--- src/ssfac_regs.svh ---
`ifndef SSFAC_REGS_SVH
`define SSFAC_REGS_SVH
// How it works
// - Alert enables are all clear after reset; no fault alerts until enabled.
// - A newly set fault kind with its enable set pulls the alert line low.
// - Writing zeros to a fault register clears those bits unless held.
// - Falling edge on the turn-on pin clears both fault registers.
// - Internal supply lockout resets both fault registers.
// - Card-present falling clears all faults but sets the card change flag.
// - A fault whose condition is still active cannot be cleared.
// - Overcurrent and power-good faults stay set through their cool-down.
// - Autoretry restarts never alter fault register contents.
// - Without autoretry, set uv, oc or pgi faults keep the switches off.
// - Free-running converter refreshes thirteen channels every 665 ms.
// - Channel thirteen source is the pin picked by the two select bits.
// - Hold bit stops conversions; quiescent shows busy low, data writable.
// - While quiescent, a channel-select write naming channel 0 to 12 runs one conversion with busy high.
// - Dropping the hold bit resumes cycling from the first channel.
// - Slave supports read byte, write byte, read word and write word.
// - Read word returns the same register again as the second byte.
// - Write word acknowledges and discards the second data byte.
// - Slave address is 01 plus five bits decoded from four straps.
// - Mass-write address accepts writes unless mass write enable is zero.
// - Alert response address is acknowledged only while driving alert low.
// - Command byte low five bits become a pointer kept across transfers.
// - Alert asserted bit reads one while driving; writing zero releases.
// - Alerts rise only on a new fault kind or a recurrence after clear.
`define SSFAC_A_STATUS 5'h00
`define SSFAC_A_ALERT 5'h01
`define SSFAC_A_CTRL 5'h02
`define SSFAC_A_ON 5'h03
`define SSFAC_A_FAULT1 5'h04
`define SSFAC_A_FAULT2 5'h05
`define SSFAC_A_GPIO 5'h06
`define SSFAC_A_CHSEL 5'h07
`define SSFAC_A_DATA0 5'h10
`define SSFAC_ALERT_RST 8'h00
`define SSFAC_CTRL_RST 8'h28
`define SSFAC_C_OC_RETRY 1
`define SSFAC_C_PGI_RETRY 4
`define SSFAC_C_MASS_WR 5
`define SSFAC_C_HOLD 7
`define SSFAC_B_ASSERTED 3
`define SSFAC_F_PGI 4
`define SSFAC_F_CARD 6
`define SSFAC_ADDR_HI 2'h1
`define SSFAC_MASS_ADDR 7'h17
`define SSFAC_ARA_ADDR 7'h0C
`define SSFAC_NUM_CH 13
`define SSFAC_REFRESH_MS 665
`define SSFAC_CLK_KHZ 100000
`define SSFAC_CONV_CYC ((`SSFAC_REFRESH_MS * `SSFAC_CLK_KHZ) / `SSFAC_NUM_CH)
`endif

--- src/ssfac_pkg.sv ---
package ssfac_pkg;
   typedef enum logic [3:0] {
      I2C_IDLE = 4'h0, I2C_ADDR = 4'h1, I2C_ACK_ADDR = 4'h2, I2C_CMD = 4'h3,
      I2C_ACK_CMD = 4'h4, I2C_WDATA = 4'h5, I2C_ACK_W = 4'h6, I2C_TX = 4'h7,
      I2C_RXACK = 4'h8
   } ssfac_i2c_e;
   typedef enum logic [1:0] {
      SEQ_RUN = 2'h0, SEQ_QUIET = 2'h1, SEQ_ONE = 2'h2
   } ssfac_seq_e;
endpackage : ssfac_pkg

--- src/ssfac_top.sv ---
`include "ssfac_regs.svh"
module ssfac_top
   import ssfac_pkg::*;
#(
   parameter int CONV_CYC = `SSFAC_CONV_CYC
) (
   input wire logic core_clk_i,
   input wire logic rstn_i,
   input wire logic scl_i,
   input wire logic sda_i,
   output logic sda_out_o,
   output logic sda_oe_n_o,
   output logic alert_out_o,
   output logic alert_oe_n_o,
   input wire logic on_pin_i,
   input wire logic card_present_n_i,
   input wire logic internal_supply_uvlo_i,
   input wire logic gpio1_i,
   input wire logic [3:0] uv_cond_i,
   input wire logic [3:0] oc_cond_i,
   input wire logic [3:0] pb_cond_i,
   input wire logic pgi_cond_i,
   input wire logic fet_short_cond_i,
   input wire logic oc_cooldown_i,
   input wire logic pgi_cooldown_i,
   input wire logic addr_strap_0_i,
   input wire logic addr_strap_1_i,
   input wire logic [1:0] addr_strap_2_i,
   input wire logic [1:0] addr_strap_3_i,
   input wire logic [7:0] adc_result_i,
   output logic [3:0] adc_channel_o,
   output logic [1:0] adc_gpio_sel_o,
   output logic switch_permit_o
);
   function automatic logic is_ch(input logic [4:0] a);
      return (a >= `SSFAC_A_DATA0) && (a < `SSFAC_A_DATA0 + 5'(`SSFAC_NUM_CH));
   endfunction : is_ch

   // Sticky fault update: hold terms and new events win over any clear
   function automatic logic [7:0] fault_upd(input logic [7:0] old, input logic [7:0] set,
      input logic [7:0] keep, input logic [7:0] clr, input logic [7:0] wmask);
      return (old & ~clr & wmask) | set | (old & keep);
   endfunction : fault_upd

   logic [27:0] pins_s;
   ssfac_sync #(.W(28)) u_sync (
      .core_clk_i(core_clk_i),
      .rstn_i(rstn_i),
      .d_i({scl_i, sda_i, on_pin_i, card_present_n_i, internal_supply_uvlo_i, gpio1_i,
            uv_cond_i, oc_cond_i, pb_cond_i, pgi_cond_i, fet_short_cond_i, oc_cooldown_i,
            pgi_cooldown_i, addr_strap_0_i, addr_strap_1_i, addr_strap_2_i, addr_strap_3_i}),
      .q_o(pins_s)
   );
   wire scl_s = pins_s[27];
   wire sda_s = pins_s[26];
   wire on_s = pins_s[25];
   wire card_s = pins_s[24];
   wire uvlo_s = pins_s[23];
   wire gpio_s = pins_s[22];
   wire [3:0] uv_s = pins_s[21:18];
   wire [3:0] oc_s = pins_s[17:14];
   wire [3:0] pb_s = pins_s[13:10];
   wire pgi_s = pins_s[9];
   wire fet_s = pins_s[8];
   wire oc_cool_s = pins_s[7];
   wire pgi_cool_s = pins_s[6];
   wire [5:0] strap_s = pins_s[5:0];

   logic [7:0] alert_en_reg;
   logic [7:0] ctrl_reg;
   logic [7:0] on_reg;
   logic [7:0] gpio_reg;
   logic [7:0] fault_e_reg;
   logic [7:0] fault_f_reg;
   logic [7:0] kind_reg;
   logic [7:0] adc_data_reg [0:`SSFAC_NUM_CH-1];
   logic [4:0] own_reg;
   logic [1:0] strap_done_reg;
   logic on_d_reg;
   logic card_d_reg;
   logic gpio_d_reg;
   logic permit_reg;

   ssfac_i2c_e st_reg;
   logic [7:0] sh_reg;
   logic [2:0] bcnt_reg;
   logic scl_d_reg;
   logic sda_d_reg;
   logic drv_reg;
   logic ara_reg;
   logic first_reg;
   logic acked_reg;
   logic [4:0] ptr_reg;
   logic wr_reg;
   logic [7:0] wdata_reg;
   logic ara_win_reg;

   // Three-state straps are coded 0, 1, 2; 36 codes fold onto 32 addresses
   wire [6:0] strap_idx = 7'(({3'h0, strap_s[1:0]} * 5'h3 + {3'h0, strap_s[3:2]}) * 7'h4)
                        + 7'({strap_s[4], strap_s[5]});
   wire [6:0] own_addr = {`SSFAC_ADDR_HI, own_reg};

   wire start_c = scl_s && scl_d_reg && sda_d_reg && !sda_s;
   wire stop_c = scl_s && scl_d_reg && !sda_d_reg && sda_s;
   wire scl_rise = scl_s && !scl_d_reg;
   wire scl_fall = !scl_s && scl_d_reg;
   wire [7:0] rx_byte = {sh_reg[6:0], sda_s};
   wire last_bit = scl_rise && (bcnt_reg == 3'h7);
   wire alert_on = alert_en_reg[`SSFAC_B_ASSERTED];
   wire hit_own = (rx_byte[7:1] == own_addr);
   wire hit_mass = (rx_byte[7:1] == `SSFAC_MASS_ADDR) && !rx_byte[0]
                 && ctrl_reg[`SSFAC_C_MASS_WR];
   wire hit_ara = (rx_byte[7:1] == `SSFAC_ARA_ADDR) && rx_byte[0] && alert_on;
   wire addr_hit = hit_own || hit_mass || hit_ara;
   wire ack_end = scl_fall && drv_reg;

   wire busy;
   wire seq_wr;
   wire [7:0] seq_data;
   wire hold = ctrl_reg[`SSFAC_C_HOLD];
   wire [3:0] dix = 4'(ptr_reg - `SSFAC_A_DATA0);
   wire wr_b = wr_reg && (ptr_reg == `SSFAC_A_ALERT);
   wire wr_c = wr_reg && (ptr_reg == `SSFAC_A_CTRL);
   wire wr_d = wr_reg && (ptr_reg == `SSFAC_A_ON);
   wire wr_e = wr_reg && (ptr_reg == `SSFAC_A_FAULT1);
   wire wr_f = wr_reg && (ptr_reg == `SSFAC_A_FAULT2);
   wire wr_g = wr_reg && (ptr_reg == `SSFAC_A_GPIO);
   wire wr_sel = wr_reg && (ptr_reg == `SSFAC_A_CHSEL);
   wire wr_dat = wr_reg && is_ch(ptr_reg) && !busy;

   wire on_fall = on_d_reg && !on_s;
   wire card_fall = card_d_reg && !card_s;
   wire card_tog = card_d_reg != card_s;
   wire gpio_tog = gpio_d_reg != gpio_s;
   wire [7:0] set_e = {oc_s, uv_s};
   wire [7:0] keep_e = {oc_s | {4{oc_cool_s}}, uv_s};
   wire [7:0] set_f = {gpio_tog, card_tog, fet_s, pgi_s, pb_s};
   wire [7:0] keep_f = {2'h0, fet_s, pgi_s | pgi_cool_s, pb_s};
   wire clr_all = on_fall || uvlo_s;
   wire [7:0] clr_e = (clr_all || card_fall) ? 8'hFF : 8'h00;
   wire [7:0] clr_f = clr_all ? 8'hFF : (card_fall ? 8'hBF : 8'h00);
   wire [7:0] e_next = fault_upd(fault_e_reg, set_e, keep_e, clr_e, wr_e ? wdata_reg : 8'hFF);
   wire [7:0] f_next = fault_upd(fault_f_reg, set_f, keep_f, clr_f, wr_f ? wdata_reg : 8'hFF);

   // Alerts follow fault kinds, so a second supply of a kind already set is silent
   wire [7:0] kind_next = {fault_f_reg[7:4], 1'b0, |fault_f_reg[3:0], |fault_e_reg[7:4],
                           |fault_e_reg[3:0]};
   wire alert_raise = |(kind_next & ~kind_reg & alert_en_reg & 8'hF7);
   wire asserted_next = alert_raise || (alert_on && !ara_win_reg
                        && !(wr_b && !wdata_reg[`SSFAC_B_ASSERTED]));
   wire permit_next = !(|fault_e_reg[3:0])
                    && !(|fault_e_reg[7:4] && !ctrl_reg[`SSFAC_C_OC_RETRY])
                    && !(fault_f_reg[`SSFAC_F_PGI] && !ctrl_reg[`SSFAC_C_PGI_RETRY]);

   wire [7:0] status = {busy, card_s, fet_s, pgi_s, 1'b0, |pb_s, |oc_s, |uv_s};
   wire [7:0] rd_byte = (ptr_reg == `SSFAC_A_STATUS) ? status
                      : (ptr_reg == `SSFAC_A_ALERT) ? alert_en_reg
                      : (ptr_reg == `SSFAC_A_CTRL) ? ctrl_reg
                      : (ptr_reg == `SSFAC_A_ON) ? on_reg
                      : (ptr_reg == `SSFAC_A_FAULT1) ? fault_e_reg
                      : (ptr_reg == `SSFAC_A_FAULT2) ? fault_f_reg
                      : (ptr_reg == `SSFAC_A_GPIO) ? gpio_reg
                      : is_ch(ptr_reg) ? adc_data_reg[dix] : 8'h00;
   // Arbitration: lowest address wins since a driven zero overrides a released one
   wire [7:0] tx_byte = ara_reg ? {own_addr, 1'b0} : rd_byte;

   assign sda_out_o = 1'b0;
   assign sda_oe_n_o = !drv_reg;
   assign alert_out_o = 1'b0;
   assign alert_oe_n_o = !alert_on;
   assign switch_permit_o = permit_reg;
   assign adc_gpio_sel_o = gpio_reg[7:6];

   ssfac_adc_seq #(.CONV_CYC(CONV_CYC), .NCH(`SSFAC_NUM_CH)) u_seq (
      .core_clk_i(core_clk_i),
      .rstn_i(rstn_i),
      .hold_i(hold),
      .start_i(wr_sel),
      .start_ch_i(wdata_reg[3:0] | {4{|wdata_reg[7:4]}}),
      .result_i(adc_result_i),
      .chan_o(adc_channel_o),
      .wr_o(seq_wr),
      .wr_data_o(seq_data),
      .busy_o(busy)
   );

   always_ff @(posedge core_clk_i or negedge rstn_i)
   begin
      if (!rstn_i)
      begin
         alert_en_reg <= `SSFAC_ALERT_RST;
         ctrl_reg <= `SSFAC_CTRL_RST;
         on_reg <= 8'h00;
         gpio_reg <= 8'h00;
         fault_e_reg <= 8'h00;
         fault_f_reg <= 8'h00;
         kind_reg <= 8'h00;
         own_reg <= 5'h00;
         strap_done_reg <= 2'h0;
         on_d_reg <= 1'b0;
         card_d_reg <= 1'b0;
         gpio_d_reg <= 1'b0;
         permit_reg <= 1'b0;
      end
      else
      begin
         // Straps are caught once, after synchronisers have settled past reset
         strap_done_reg <= strap_done_reg + {1'b0, ~&strap_done_reg};
         if (strap_done_reg == 2'h2)
            own_reg <= strap_idx[4:0];
         on_d_reg <= on_s;
         card_d_reg <= card_s;
         gpio_d_reg <= gpio_s;
         fault_e_reg <= e_next;
         fault_f_reg <= f_next;
         kind_reg <= kind_next;
         permit_reg <= permit_next;
         if (wr_b)
            alert_en_reg <= {wdata_reg[7:4], asserted_next, wdata_reg[2:0]};
         else
            alert_en_reg[`SSFAC_B_ASSERTED] <= asserted_next;
         if (wr_c)
            ctrl_reg <= wdata_reg;
         if (wr_d)
            on_reg <= wdata_reg;
         if (wr_g)
            gpio_reg <= wdata_reg;
      end
   end

   always_ff @(posedge core_clk_i)
   begin
      if (seq_wr)
         adc_data_reg[adc_channel_o] <= seq_data;
      else if (wr_dat)
         adc_data_reg[dix] <= wdata_reg;
   end

   always_ff @(posedge core_clk_i or negedge rstn_i)
   begin
      if (!rstn_i)
      begin
         st_reg <= I2C_IDLE;
         sh_reg <= 8'h00;
         bcnt_reg <= 3'h0;
         scl_d_reg <= 1'b1;
         sda_d_reg <= 1'b1;
         drv_reg <= 1'b0;
         ara_reg <= 1'b0;
         first_reg <= 1'b0;
         acked_reg <= 1'b0;
         ptr_reg <= 5'h00;
         wr_reg <= 1'b0;
         wdata_reg <= 8'h00;
         ara_win_reg <= 1'b0;
      end
      else
      begin
         scl_d_reg <= scl_s;
         sda_d_reg <= sda_s;
         wr_reg <= 1'b0;
         ara_win_reg <= 1'b0;
         if (scl_rise)
         begin
            sh_reg <= rx_byte;
            bcnt_reg <= bcnt_reg + 3'h1;
         end
         if (start_c)
         begin
            st_reg <= I2C_ADDR;
            bcnt_reg <= 3'h0;
            drv_reg <= 1'b0;
         end
         else if (stop_c)
         begin
            st_reg <= I2C_IDLE;
            drv_reg <= 1'b0;
         end
         else
         begin
            case (st_reg)
               I2C_ADDR:
               begin
                  if (last_bit)
                  begin
                     st_reg <= addr_hit ? I2C_ACK_ADDR : I2C_IDLE;
                     ara_reg <= hit_ara;
                  end
               end
               I2C_ACK_ADDR, I2C_ACK_CMD, I2C_ACK_W:
               begin
                  if (scl_rise)
                     sh_reg <= sh_reg; // Keep the read/write bit through the acknowledge clock
                  if (scl_fall && !drv_reg)
                     drv_reg <= 1'b1;
                  else if (ack_end)
                  begin
                     drv_reg <= 1'b0;
                     bcnt_reg <= 3'h0;
                     if (st_reg == I2C_ACK_ADDR && sh_reg[0])
                     begin
                        st_reg <= I2C_TX;
                        drv_reg <= !tx_byte[7];
                        sh_reg <= {tx_byte[6:0], 1'b1};
                     end
                     else if (st_reg == I2C_ACK_ADDR)
                        st_reg <= I2C_CMD;
                     else
                        st_reg <= I2C_WDATA;
                  end
               end
               I2C_CMD:
               begin
                  if (last_bit)
                  begin
                     ptr_reg <= rx_byte[4:0];
                     first_reg <= 1'b1;
                     st_reg <= I2C_ACK_CMD;
                  end
               end
               I2C_WDATA:
               begin
                  if (last_bit)
                  begin
                     wr_reg <= first_reg;
                     wdata_reg <= rx_byte;
                     first_reg <= 1'b0;
                     st_reg <= I2C_ACK_W;
                  end
               end
               I2C_TX:
               begin
                  if (scl_rise)
                  begin
                     sh_reg <= sh_reg;
                     bcnt_reg <= bcnt_reg; // Sent bits are counted on falling edges only
                  end
                  if (scl_rise && ara_reg && !drv_reg && !sda_s)
                  begin
                     st_reg <= I2C_IDLE;
                     drv_reg <= 1'b0;
                  end
                  else if (scl_fall && bcnt_reg == 3'h7)
                  begin
                     drv_reg <= 1'b0;
                     ara_win_reg <= ara_reg;
                     st_reg <= I2C_RXACK;
                  end
                  else if (scl_fall)
                  begin
                     drv_reg <= !sh_reg[7];
                     sh_reg <= {sh_reg[6:0], 1'b1};
                     bcnt_reg <= bcnt_reg + 3'h1;
                  end
               end
               I2C_RXACK:
               begin
                  if (scl_rise)
                     acked_reg <= !sda_s;
                  if (scl_fall && acked_reg && !ara_reg)
                  begin
                     st_reg <= I2C_TX;
                     bcnt_reg <= 3'h0;
                     drv_reg <= !tx_byte[7];
                     sh_reg <= {tx_byte[6:0], 1'b1};
                  end
                  else if (scl_fall)
                     st_reg <= I2C_IDLE;
               end
               default:
                  drv_reg <= 1'b0;
            endcase
         end
      end
   end

   a_alert_en_reset: assert property (@(posedge core_clk_i)
      $rose(rstn_i) |-> alert_en_reg == 8'h00) else $error("alert enables not clear");
   a_alert_pull: assert property (@(posedge core_clk_i) disable iff (!rstn_i)
      alert_raise |=> !alert_oe_n_o) else $error("alert not driven");
   a_on_fall_clr: assert property (@(posedge core_clk_i) disable iff (!rstn_i)
      on_fall && set_e == 8'h00 && keep_e == 8'h00 |=> fault_e_reg == 8'h00)
      else $error("turn-on fall did not clear");
   a_uvlo_clr: assert property (@(posedge core_clk_i) disable iff (!rstn_i)
      uvlo_s && set_f == 8'h00 && keep_f == 8'h00 |=> fault_f_reg == 8'h00)
      else $error("lockout did not clear");
   a_card_flag: assert property (@(posedge core_clk_i) disable iff (!rstn_i)
      card_fall && !uvlo_s && !on_fall && !oc_cool_s
      |=> fault_f_reg[`SSFAC_F_CARD] && fault_e_reg == $past(set_e))
      else $error("card change handling wrong");
   a_fault_keep: assert property (@(posedge core_clk_i) disable iff (!rstn_i)
      uv_s[0] |=> fault_e_reg[0]) else $error("active fault cleared");
   a_cool_keep: assert property (@(posedge core_clk_i) disable iff (!rstn_i)
      oc_cool_s && fault_e_reg[4] |=> fault_e_reg[4]) else $error("cooldown fault cleared");
   a_switch_off: assert property (@(posedge core_clk_i) disable iff (!rstn_i)
      !ctrl_reg[`SSFAC_C_OC_RETRY] && |fault_e_reg[7:4] |=> !switch_permit_o)
      else $error("switches allowed with fault");
endmodule : ssfac_top

--- src/ssfac_sync.sv ---
module ssfac_sync #(
   parameter int W = 1
) (
   input wire logic core_clk_i,
   input wire logic rstn_i,
   input wire logic [W-1:0] d_i,
   output logic [W-1:0] q_o
);
   logic [W-1:0] meta_reg;
   always_ff @(posedge core_clk_i or negedge rstn_i)
   begin
      if (!rstn_i)
      begin
         meta_reg <= '0;
         q_o <= '0;
      end
      else
      begin
         meta_reg <= d_i;
         q_o <= meta_reg;
      end
   end
endmodule : ssfac_sync

--- src/ssfac_adc_seq.sv ---
`include "ssfac_regs.svh"
module ssfac_adc_seq
   import ssfac_pkg::*;
#(
   parameter int CONV_CYC = `SSFAC_CONV_CYC,
   parameter int NCH = `SSFAC_NUM_CH
) (
   input wire logic core_clk_i,
   input wire logic rstn_i,
   input wire logic hold_i,
   input wire logic start_i,
   input wire logic [3:0] start_ch_i,
   input wire logic [7:0] result_i,
   output logic [3:0] chan_o,
   output logic wr_o,
   output logic [7:0] wr_data_o,
   output logic busy_o
);
   localparam int CW = $clog2(CONV_CYC + 1);
   localparam logic [CW-1:0] LAST = CW'(CONV_CYC - 1);
   localparam logic [3:0] CH_LAST = 4'(NCH - 1);
   ssfac_seq_e st_reg;
   logic [CW-1:0] cnt_reg;
   wire done = (cnt_reg == LAST);
   wire start_ok = start_i && (start_ch_i <= CH_LAST);
   assign busy_o = (st_reg != SEQ_QUIET);
   always_ff @(posedge core_clk_i or negedge rstn_i)
   begin
      if (!rstn_i)
      begin
         st_reg <= SEQ_RUN;
         cnt_reg <= '0;
         chan_o <= 4'h0;
         wr_o <= 1'b0;
         wr_data_o <= 8'h00;
      end
      else
      begin
         wr_o <= 1'b0;
         cnt_reg <= done ? '0 : cnt_reg + 1'b1;
         case (st_reg)
            SEQ_RUN:
            begin
               if (hold_i)
               begin
                  st_reg <= SEQ_QUIET;
                  cnt_reg <= '0;
               end
               else if (done)
               begin
                  wr_o <= 1'b1;
                  wr_data_o <= result_i;
               end
               // Advance after the write, which lands at the channel still shown
               else if (wr_o)
                  chan_o <= (chan_o == CH_LAST) ? 4'h0 : chan_o + 4'h1;
            end
            SEQ_QUIET:
            begin
               cnt_reg <= '0;
               if (!hold_i)
               begin
                  st_reg <= SEQ_RUN;
                  chan_o <= 4'h0;
               end
               else if (start_ok)
               begin
                  st_reg <= SEQ_ONE;
                  chan_o <= start_ch_i;
               end
            end
            SEQ_ONE:
            begin
               if (done)
               begin
                  wr_o <= 1'b1;
                  wr_data_o <= result_i;
                  st_reg <= SEQ_QUIET;
               end
            end
            default:
               st_reg <= SEQ_QUIET;
         endcase
      end
   end
   a_hold_quiet: assert property (@(posedge core_clk_i) disable iff (!rstn_i)
      hold_i && st_reg == SEQ_RUN |=> !busy_o) else $error("hold did not quiet");
   a_resume_first: assert property (@(posedge core_clk_i) disable iff (!rstn_i)
      st_reg == SEQ_QUIET && !hold_i |=> busy_o && chan_o == 4'h0) else $error("bad resume");
   a_bad_chan: assert property (@(posedge core_clk_i) disable iff (!rstn_i)
      st_reg == SEQ_QUIET && hold_i && start_i && start_ch_i > CH_LAST |=> !busy_o && !wr_o)
      else $error("bad channel started");
endmodule : ssfac_adc_seq

--- config.mk ---
export PLATFORM = sky130hd
export DESIGN_NAME = ssfac_top
export DESIGN_NICKNAME = d
export VERILOG_FILES = /design/src/ssfac_pkg.sv /design/src/ssfac_top.sv /design/src/ssfac_sync.sv /design/src/ssfac_adc_seq.sv
export VERILOG_INCLUDE_DIRS = /design/src /design/src/src
export SDC_FILE = /design/constraint.sdc
export NUM_CORES = 1
export LEC_CHECK = 0
export BUFFER_PORTS_ARGS = -buffer_cell sky130_fd_sc_hd__buf_2
export CORE_ASPECT_RATIO = 1.75
export CORE_UTILIZATION = 62
export DETAILED_ROUTE_END_ITERATION = 10
export PLACE_DENSITY = 0.83
export SYNTH_ARGS = -nofsm -noshare
export SYNTH_HDL_FRONTEND = slang
export SYNTH_SLANG_ARGS = --single-unit
--- constraint.sdc ---
create_clock -name core_clk_i -period 2.95 [get_ports core_clk_i]
set_input_delay 0.1475 -clock core_clk_i [delete_from_list [all_inputs] [get_ports core_clk_i]]
set_output_delay 0.1475 -clock core_clk_i [all_outputs]
set_load 0.05 [all_outputs]
Word level (Yosys, flattened, before mapping)
Memory sizes are Yosys's and may differ from the RTL's.
Index checks and enable logic that the tools add are counted.
- reductions and logical operators: 95
- multipliers: 1
- bitwise logic cells: 20
- divide/modulo/power cells: 0
- equal/unequal tests: 46
- $add $sub $neg: 7
- order comparisons: 3
- multiplexer cells: 103
- shift operators: 0
- operators by type and width (kind ; number):
    $mux 8 ; 28
    $mux 4 ; 18
    $and 8x8->8 ; 7
    $mux 23 ; 2
    $pmux 23 s2 ; 1
    $logic_and 1x1->1 ; 41
    $mux 3 ; 12
    $or 8x8->8 ; 4
    $mux 1 ; 28
    $reduce_or 4->1 ; 7
    $ne 4x4->1 const B ; 6
    $not 8->8 ; 3
    $pmux 4 s6 ; 1
    $pmux 8 s3 ; 1
    $add 23x1->23 const B ; 1
    $eq 23x23->1 const B ; 1
    $logic_not 1->1 ; 21
    $eq 5x3->1 const B ; 4
    $reduce_and 4->1 ; 5
    $eq 4x3->1 const B ; 4
    $pmux 8 s2 ; 1
    $ne 5x5->1 const B ; 3
    $eq 5x2->1 const B ; 2
    $mux 2 ; 5
    47 further kinds ; 69
- ROM bits: 0
- bits in registers: 196
- word-level logic and storage cells: 310
- bits in writable memories: 104
- output and inout bits: 11
- memories: 1
- latch bits: 0
- input bits: 38
- memory list (memory ; depth ; width ; rd ports ; clocked after Yosys merged registers in ; write ports ; RTL line ; RTL):
    adc_data_reg ; 13 ; 8 ; 1 ; 0 ; 1 ; ssfac_top.sv:76 ; logic [7:0] adc_data_reg [0:`SSFAC_NUM_CH-1];

Longest topological paths before layout
Gate-level depths: netlist of the first run.
- depth after elaboration: 18
- depth in mapped cells: 10
- mapped depth without buffers: 8

Hierarchy
Synthesis of the first run repeated with hierarchy kept, for this count alone.
- cells, all modules: 1004
- area, all modules: 13215.2 um^2
- modules (own cells, without submodules) (module ; seq. area each (um^2) ; area each (um^2) ; cells an instance ; instances):
    ssfac_top ; 5680.4 ; 9983.3 ; 778 ; 1
    ssfac_adc_seq ; 950.9 ; 1830.5 ; 170 ; 1
    ssfac_sync ; 1401.3 ; 1401.3 ; 56 ; 1

Worst setup path after synthesis of the first run
No wires, ideal clock.
- kind: register -> register
- from: reg ptr_reg[0]
- to: mem adc_data_reg[5][0], enable pin
- path slack: 488 ps
- required time: 2577 ps
- cell stages (with the launch flop): 9
- period minus slack after synthesis: 2462 ps
- arrival time: 2089 ps
- path through: dfrtp_1 > buf_4 > nor2_1 > o21a_1 > and4_1 > clkbuf_1 > nand2_1 > o32ai_1 > nor2b_1
- longest elaborated chain between the ends: 9
- elaborated cells between the ends (all ways): 12
- RTL lines (what ; RTL line ; RTL):
    start: declaration ; ssfac_top.sv:93 ; logic [4:0] ptr_reg;
    start signal: assignment ; ssfac_top.sv:316 ; ptr_reg <= rx_byte[4:0];
    $ge 5x5->1 (no source line) or $lt 5x5->1 (tied branches) ; -- ;
    $logic_and 1x1->1 ; ssfac_top.sv:36 ; return (a >= `SSFAC_A_DATA0) && (a < `SSFAC_A_DATA0 + 5'(`SSFAC_NUM_CH));
    $logic_and 1x1->1 (2 in series) ; ssfac_top.sv:129 ; wire wr_dat = wr_reg && is_ch(ptr_reg) && !busy;
    $mux 1 ; ssfac_top.sv:235 ; else if (wr_dat)
    $mux 1 ; ssfac_top.sv:233 ; if (seq_wr)
    $mux 1 (implied by the code) ; ssfac_top.sv:236 ; adc_data_reg[dix] <= wdata_reg;
    $reduce_or 8->1 (no source line) ; -- ;
    $mux 4 (no source line) or $mux 1 (tied branches) ; -- ;
    end: declaration ; ssfac_top.sv:76 ;
Parallel ways exist; a longest one is shown, timed or not.

Final worst setup path of the first run
- from: reg st_reg[1]
- to: reg bcnt_reg[1]
- longest elaborated chain between the ends: 5
- elaborated cells between the ends (all ways): 9
- RTL lines (what ; RTL line ; RTL):
    start: declaration ; ssfac_top.sv:84 ; ssfac_i2c_e st_reg;
    start signal: assignment ; ssfac_top.sv:286 ; st_reg <= addr_hit ? I2C_ACK_ADDR : I2C_IDLE;
    $eq 4x2->1 or $eq 4x3->1 (tied branches) ; ssfac_top.sv:281 ; case (st_reg)
    $reduce_or 3->1 ; ssfac_top.sv:281 ;
    $pmux 3 s3 (*) ; ssfac_top.sv:281 ;
    $mux 3 (*) ; ssfac_top.sv:274 ; else if (stop_c)
    $mux 3 (*) ; ssfac_top.sv:268 ; if (start_c)
    end signal: assignment ; ssfac_top.sv:266 ; bcnt_reg <= bcnt_reg + 3'h1;
    end signal: assignment ; ssfac_top.sv:336 ; bcnt_reg <= bcnt_reg;
    end signal: assignment ; ssfac_top.sv:353 ; bcnt_reg <= bcnt_reg + 3'h1;
    end: declaration ; ssfac_top.sv:86 ; logic [2:0] bcnt_reg;
Mark *: on every way between the ends. The rest lies on a longest branch, timed or not.
A chain may end at the register's enable or synchronous reset.

==> results.cfg, run 1 <==
[power_and_ir_drop]
pwr_density_cell_mw_per_mm2 = 602.5
vdd_drop_max_v = 0.0005472
p_leak_nw = 6.152
power_mw = 9.044

[sta]
slew_headroom = 0.2530
hold_viol_final = 0
setup_viol = 0
fin_setup_tns_ps = 0
min_period_ps = 2655
max_freq_mhz = 376.7
rsz0062_at_grt = false
setup_slack_ps = 295.4
whs_ps = 167.9
fin_crit_sh = 0.8998
tightest_slew_ps = 1118
drv_slew = 0
finalClockSkew_ps = 18.84

[synth]
synth_edf_count = 104
ys.flop_type = dfrtp_1
async_reset_ff_frac = 0.6533
synth.yosys.seq_area_share = 0.6154
yosys_warnings = 0
synth_area_sq_mm = 0.01305
synth_seq_cells = 300
yosysUniqueCellTypes = 75
syn_inst = 1049
syn_area_per_cell_sq_um = 12.44

[floorplanning]
row_count = 69
fp.dieW_microns = 111.7
dieArea_sq_mm = 0.02166
core_sq_mm = 0.02046
ios = 49
start_util = 0.6380
die_h_microns = 194.0

[cells_and_area]
n_fill_cell = 1282
areaGrowthSynthToFinish_pct = 15.00
fin_util = 0.7337
drive_above_1_share = 0.1968
stdcell_count = 1427
antennaDiodeCount = 0
design_area_sq_mm = 0.01501
nets = 1207
largest_register_ffs = 104

[setup_path]
crit_start = st_reg[1]
required_ps = 3380
timing.rr.start = st_reg[1]
worstPathArrival_ps = 3080
critPathKind = register to register
crit_chain = or4b_1, or2_1, a221oi_1, o21bai_1, a22oi_1, nor2_1
start_kind = register
worst_setup_path_end_kind = register
worst_path_max_delay_cell = or4b_1
critPathMaxFanout = 12
cpPeakStageDelay_ps = 660

[clock_tree]
clock_sinks = 300
cts_buffers = 27
cts-root-buf = clkbuf_16
cts_tree = yes
worst_skew_pair.late_latency_ps = 560
ctsHtreeMaxLevel = 1
clockBufferDepth = 3
path_clk_slew_ps = 70

[min_path]
hp-class = primary input to async pin

[grt]
grt_max_degree = 90
grt.overflow.total = 0
antenna_found_initial = 0
grt_pass1_vias = 9739
grt_util_all_layers = 0.3152
grt_pass1_wl_microns = 52190

[detailed_routing]
ant_nets = 0
num_vias = 9229
drt-total-wl_microns = 32920
drc = 2
vias_per_cell = 6.467
avgRoutedWirePerCell_microns = 23.07
drtPass1Iterations = 9
drt_iter0_markers = 807

[placement]
io_buffers = 46
place_ws_ps = 358.3
dp.cells = 1340
gp_congestion = 0.9380
dpl_cell_area_sq_mm = 0.01378
hpwlAfterDp_microns = 22060

[status]
violations = DRC
status = finished with violations

[flow_run]
drv_cap = 0
[cell families after synthesis]
family,share of synthesized area
AO/OA/AOI/OAI,0.1040
XOR/XNOR,0.01744
adder cells (fa/ha/maj),0.01112
buffers and inverters,0.02818
flip-flops,0.6154
multiplexers,0.1027
other,0.0002873
AND/OR/NAND/NOR,0.1210
[cell type report]
type | instances | area [sq um] | share of cell area
Sequential cell | 300 | 8034 | 0.5352
Tap cell | 248 | 310.3 | 0.02067
Multi-Input combinational cell | 663 | 4657 | 0.3102
Clock buffer | 32 | 714.4 | 0.04759
Inverter | 32 | 120.1 | 0.008001
Clock inverter | 18 | 146.4 | 0.009752
Timing Repair Buffer | 134 | 1030 | 0.06859
[worst max-delay path, delay by kind of cell (launching register included)]
kind	cells	cell delay, ps
flops	1	500
compound gates	3	940
simple gates	3	1070
[cell usage after synthesis, drive strengths merged (8+ instances only)]
master | n | area share
dfrtp | 192 | 0.37
edfxtp | 104 | 0.24
nand2 | 83 | 0.024
nor2 | 78 | 0.022
mux2 | 61 | 0.055
o21ai | 48 | 0.018
a21oi | 41 | 0.016
clkbuf | 36 | 0.010
mux2i | 33 | 0.025
inv | 32 | 0.0092
nand2b | 26 | 0.012
nand3 | 24 | 0.0096
buf | 19 | 0.0086
nor3 | 19 | 0.0073
o211ai | 18 | 0.010
a22oi | 15 | 0.0086
nor2b | 15 | 0.0072
xnor2 | 14 | 0.0094
mux4 | 13 | 0.022
xor2 | 12 | 0.0081
and3 | 11 | 0.0053
ha | 10 | 0.0096
a31oi | 9 | 0.0043
nand3b | 8 | 0.0046
o21a | 8 | 0.0046
or3 | 8 | 0.0039
[timing repair]
action                    CTS  global route
hold buffers               37             0
resized for setup           0             0
hold endpoints to repair  120             0
buffers inserted            0             0
[path summary, 6_finish.rpt]
check                           slack [ps]  depth (start not counted)                   to
worst min register to register         350                          0       u_sync.q_o[27]
worst max register to register         300                          6          bcnt_reg[1]
min in group core_clk_i                230                          2  u_sync.meta_reg[13]
worst max-delay path                   300                          6          bcnt_reg[1]
worst min-delay path                   170                          2            st_reg[1]
max in group asynchronous             1870                          3          ctrl_reg[3]
[layout by cell type (no fill, tap or decap), types with 6 or more instances in the layout]
master and count:
xor2_1 12, mux4_2 13, or3_1 7, dfrtp_1 191
nand2_1 83, mux2_2 53, edfxtp_1 104, a22oi_1 15
o22ai_1 6, a31oi_1 9, inv_1 32, o21ai_0 47
a21oi_1 40, o211ai_1 18, clkinv_2 6, xnor2_1 14
nand3_1 23, nor2_1 78, nor3_1 19, mux2_4 8
ha_1 10, nand3b_1 8, dlygate4sd3_1 37, buf_4 48
nand2b_1 26, o21a_1 8, mux2i_1 33, nor2b_1 15
buf_2 45, and3_1 11, clkbuf_16 27, a21o_1 6
[power breakdown]
part / leakage [nW] / switching [mW] / internal [mW]
sequential: 3.37 / 0.242 / 4.48
clock: 0.418 / 1.63 / 1.78
combinational: 2.36 / 0.525 / 0.386
total: 6.15 / 2.40 / 6.65
[layer usage]
layer  GRT usage  part of all wire
met1      0.3565              0.35
met2      0.5533              0.52
met3     0.04720             0.062
met4      0.2007             0.069
met5           0                 0
Note: power is estimated with default switching activity, not from simulation.
==> run 2: changes to the inputs <==
Settings changed: CORE_ASPECT_RATIO 1.75 to 1.5.
==> results.cfg, run 2 (synthesized netlist as in run 1, its figures left out) <==
[floorplanning]
core_sq_mm = 0.02050
dieArea_sq_mm = 0.02165
start_util = 0.6368
row_count = 64
ios = 49
fp.dieW_microns = 120.5
die_h_microns = 179.7

[placement]
hpwlAfterDp_microns = 21250
io_buffers = 46
gp_congestion = 0.9267
dp.cells = 1352
place_ws_ps = 411.2
dpl_cell_area_sq_mm = 0.01376

[power_and_ir_drop]
p_leak_nw = 6.156
vdd_drop_max_v = 0.0005928
pwr_density_cell_mw_per_mm2 = 618.5

[detailed_routing]
ant_nets = 0
vias_per_cell = 6.370
drt-total-wl_microns = 32280
avgRoutedWirePerCell_microns = 22.46
drtPass1Iterations = 5
drc = 0
num_vias = 9153
drt_iter0_markers = 875

[cells_and_area]
fin_util = 0.7350
areaGrowthSynthToFinish_pct = 15.42
largest_register_ffs = 104
n_fill_cell = 1349
stdcell_count = 1437
design_area_sq_mm = 0.01507
antennaDiodeCount = 0
layout_common_cells = dfrtp_1, edfxtp_1, nand2_1
nets = 1203
drive_above_1_share = 0.1893
layout_commonest_cell = dfrtp_1

[sta]
hold_viol_final = 0
rsz0062_at_grt = false
finalClockSkew_ps = 10.38
setup_viol = 0
slew_headroom = 0.3159
tightest_slew_ps = 1024
max_freq_mhz = 376.0
fin_setup_tns_ps = 0
setup_slack_ps = 290.6
drv_slew = 0
fin_crit_sh = 0.9015
min_period_ps = 2659

[clock_tree]
ctsHtreeMaxLevel = 1
cts-root-buf = clkbuf_16
cts_buffers = 27
path_clk_slew_ps = 60
clock_sinks = 300
clockBufferDepth = 3
worst_skew_pair.late_latency_ps = 540
cts_tree = yes

[setup_path]
required_ps = 3400
rr_worst_depth = 8
critPathMaxFanout = 69
worst_setup_path_end_kind = register
critPathKind = register to register
start_kind = register
worstPathArrival_ps = 3100

[min_path]
hp-class = primary input to async pin

[grt]
grt_pass1_vias = 9607
antenna_found_initial = 0
grt_pass1_wl_microns = 51670
grt.overflow.total = 0
grt_max_degree = 80
grt_util_all_layers = 0.3112

[status]
status = finished, final reports clean

[flow_run]
drv_cap = 0
-- run 2: changes by cell type in the layout (fill, tap and decap cells not counted), sizes merged --
cell      before  now
clkinv         9    4
buf           96   92
inv           37   33
clkbuf        33   36
bufinv         0    5
clkinvlp       4    3
-- run 2: layout make-up --
cell class	instances	area [sq um]	share of cell area
timing repair buffer	130	987.2	0.06552
clock inverter	13	202.7	0.01345
multi-input combinational	663	4657	0.3091
clock buffer	35	735.7	0.04883
inverter	32	120.1	0.007972
sequential	300	8034	0.5332
tap	264	330.3	0.02192
-- run 2: critical path, stage by stage, from the launching register on --
cell and delay [ps]:
dfrtp_2 390, buf_12 370, nor2b_1 350, a21o_1 150, a21oi_1 70, a2111oi_0 720, buf_4 220, a32oi_1 60
o211ai_1 200
-- run 2: what timing repair did --
action | 4_1_cts | 5_1_grt
hold buffers | 37 | 0
buffers inserted | 0 | 0
hold endpoints to repair | 103 | 0
resized for setup | 0 | 0
-- run 2: report_power, final --
group	switching, mW	internal (mW)
clock	1.52	2.20
sequential	0.233	4.48
combinational	0.505	0.382
total	2.26	7.06
-- run 2: worst paths after layout --
kind,endpoint,from,slack [ps]
worst max-delay path,sh_reg[1],ptr_reg[0],290
worst min-delay path,bcnt_reg[2],rstn_i,160
worst max register to register,sh_reg[1],ptr_reg[0],290
worst min register to register,u_sync.q_o[1],u_sync.meta_reg[1],350
max in group asynchronous,u_sync.q_o[4],rstn_i,1810
min in group core_clk_i,u_sync.meta_reg[11],pb_cond_i[1],240
-- run 2: stage by stage --
stage	hold slack, ps	total power [mW]
floorplan	-148.1	5.315
global placement	173.0	5.594
detailed placement	178.5	5.624
CTS	180.8	9.324
global route	211.7	9.636
finish	162.1	9.320
-- run 2: routing by layer --
| metal | vias to the layer above | part of all wire | global-route usage |
|---|---|---|---|
| li1 | 4039 | - | - |
| met1 | 4489 | 0.36 | 0.3777 |
| met2 | 477 | 0.52 | 0.5368 |
| met3 | 148 | 0.066 | 0.04093 |
| met4 | 0 | 0.056 | 0.1669 |
| met5 | - | 0 | 0 |
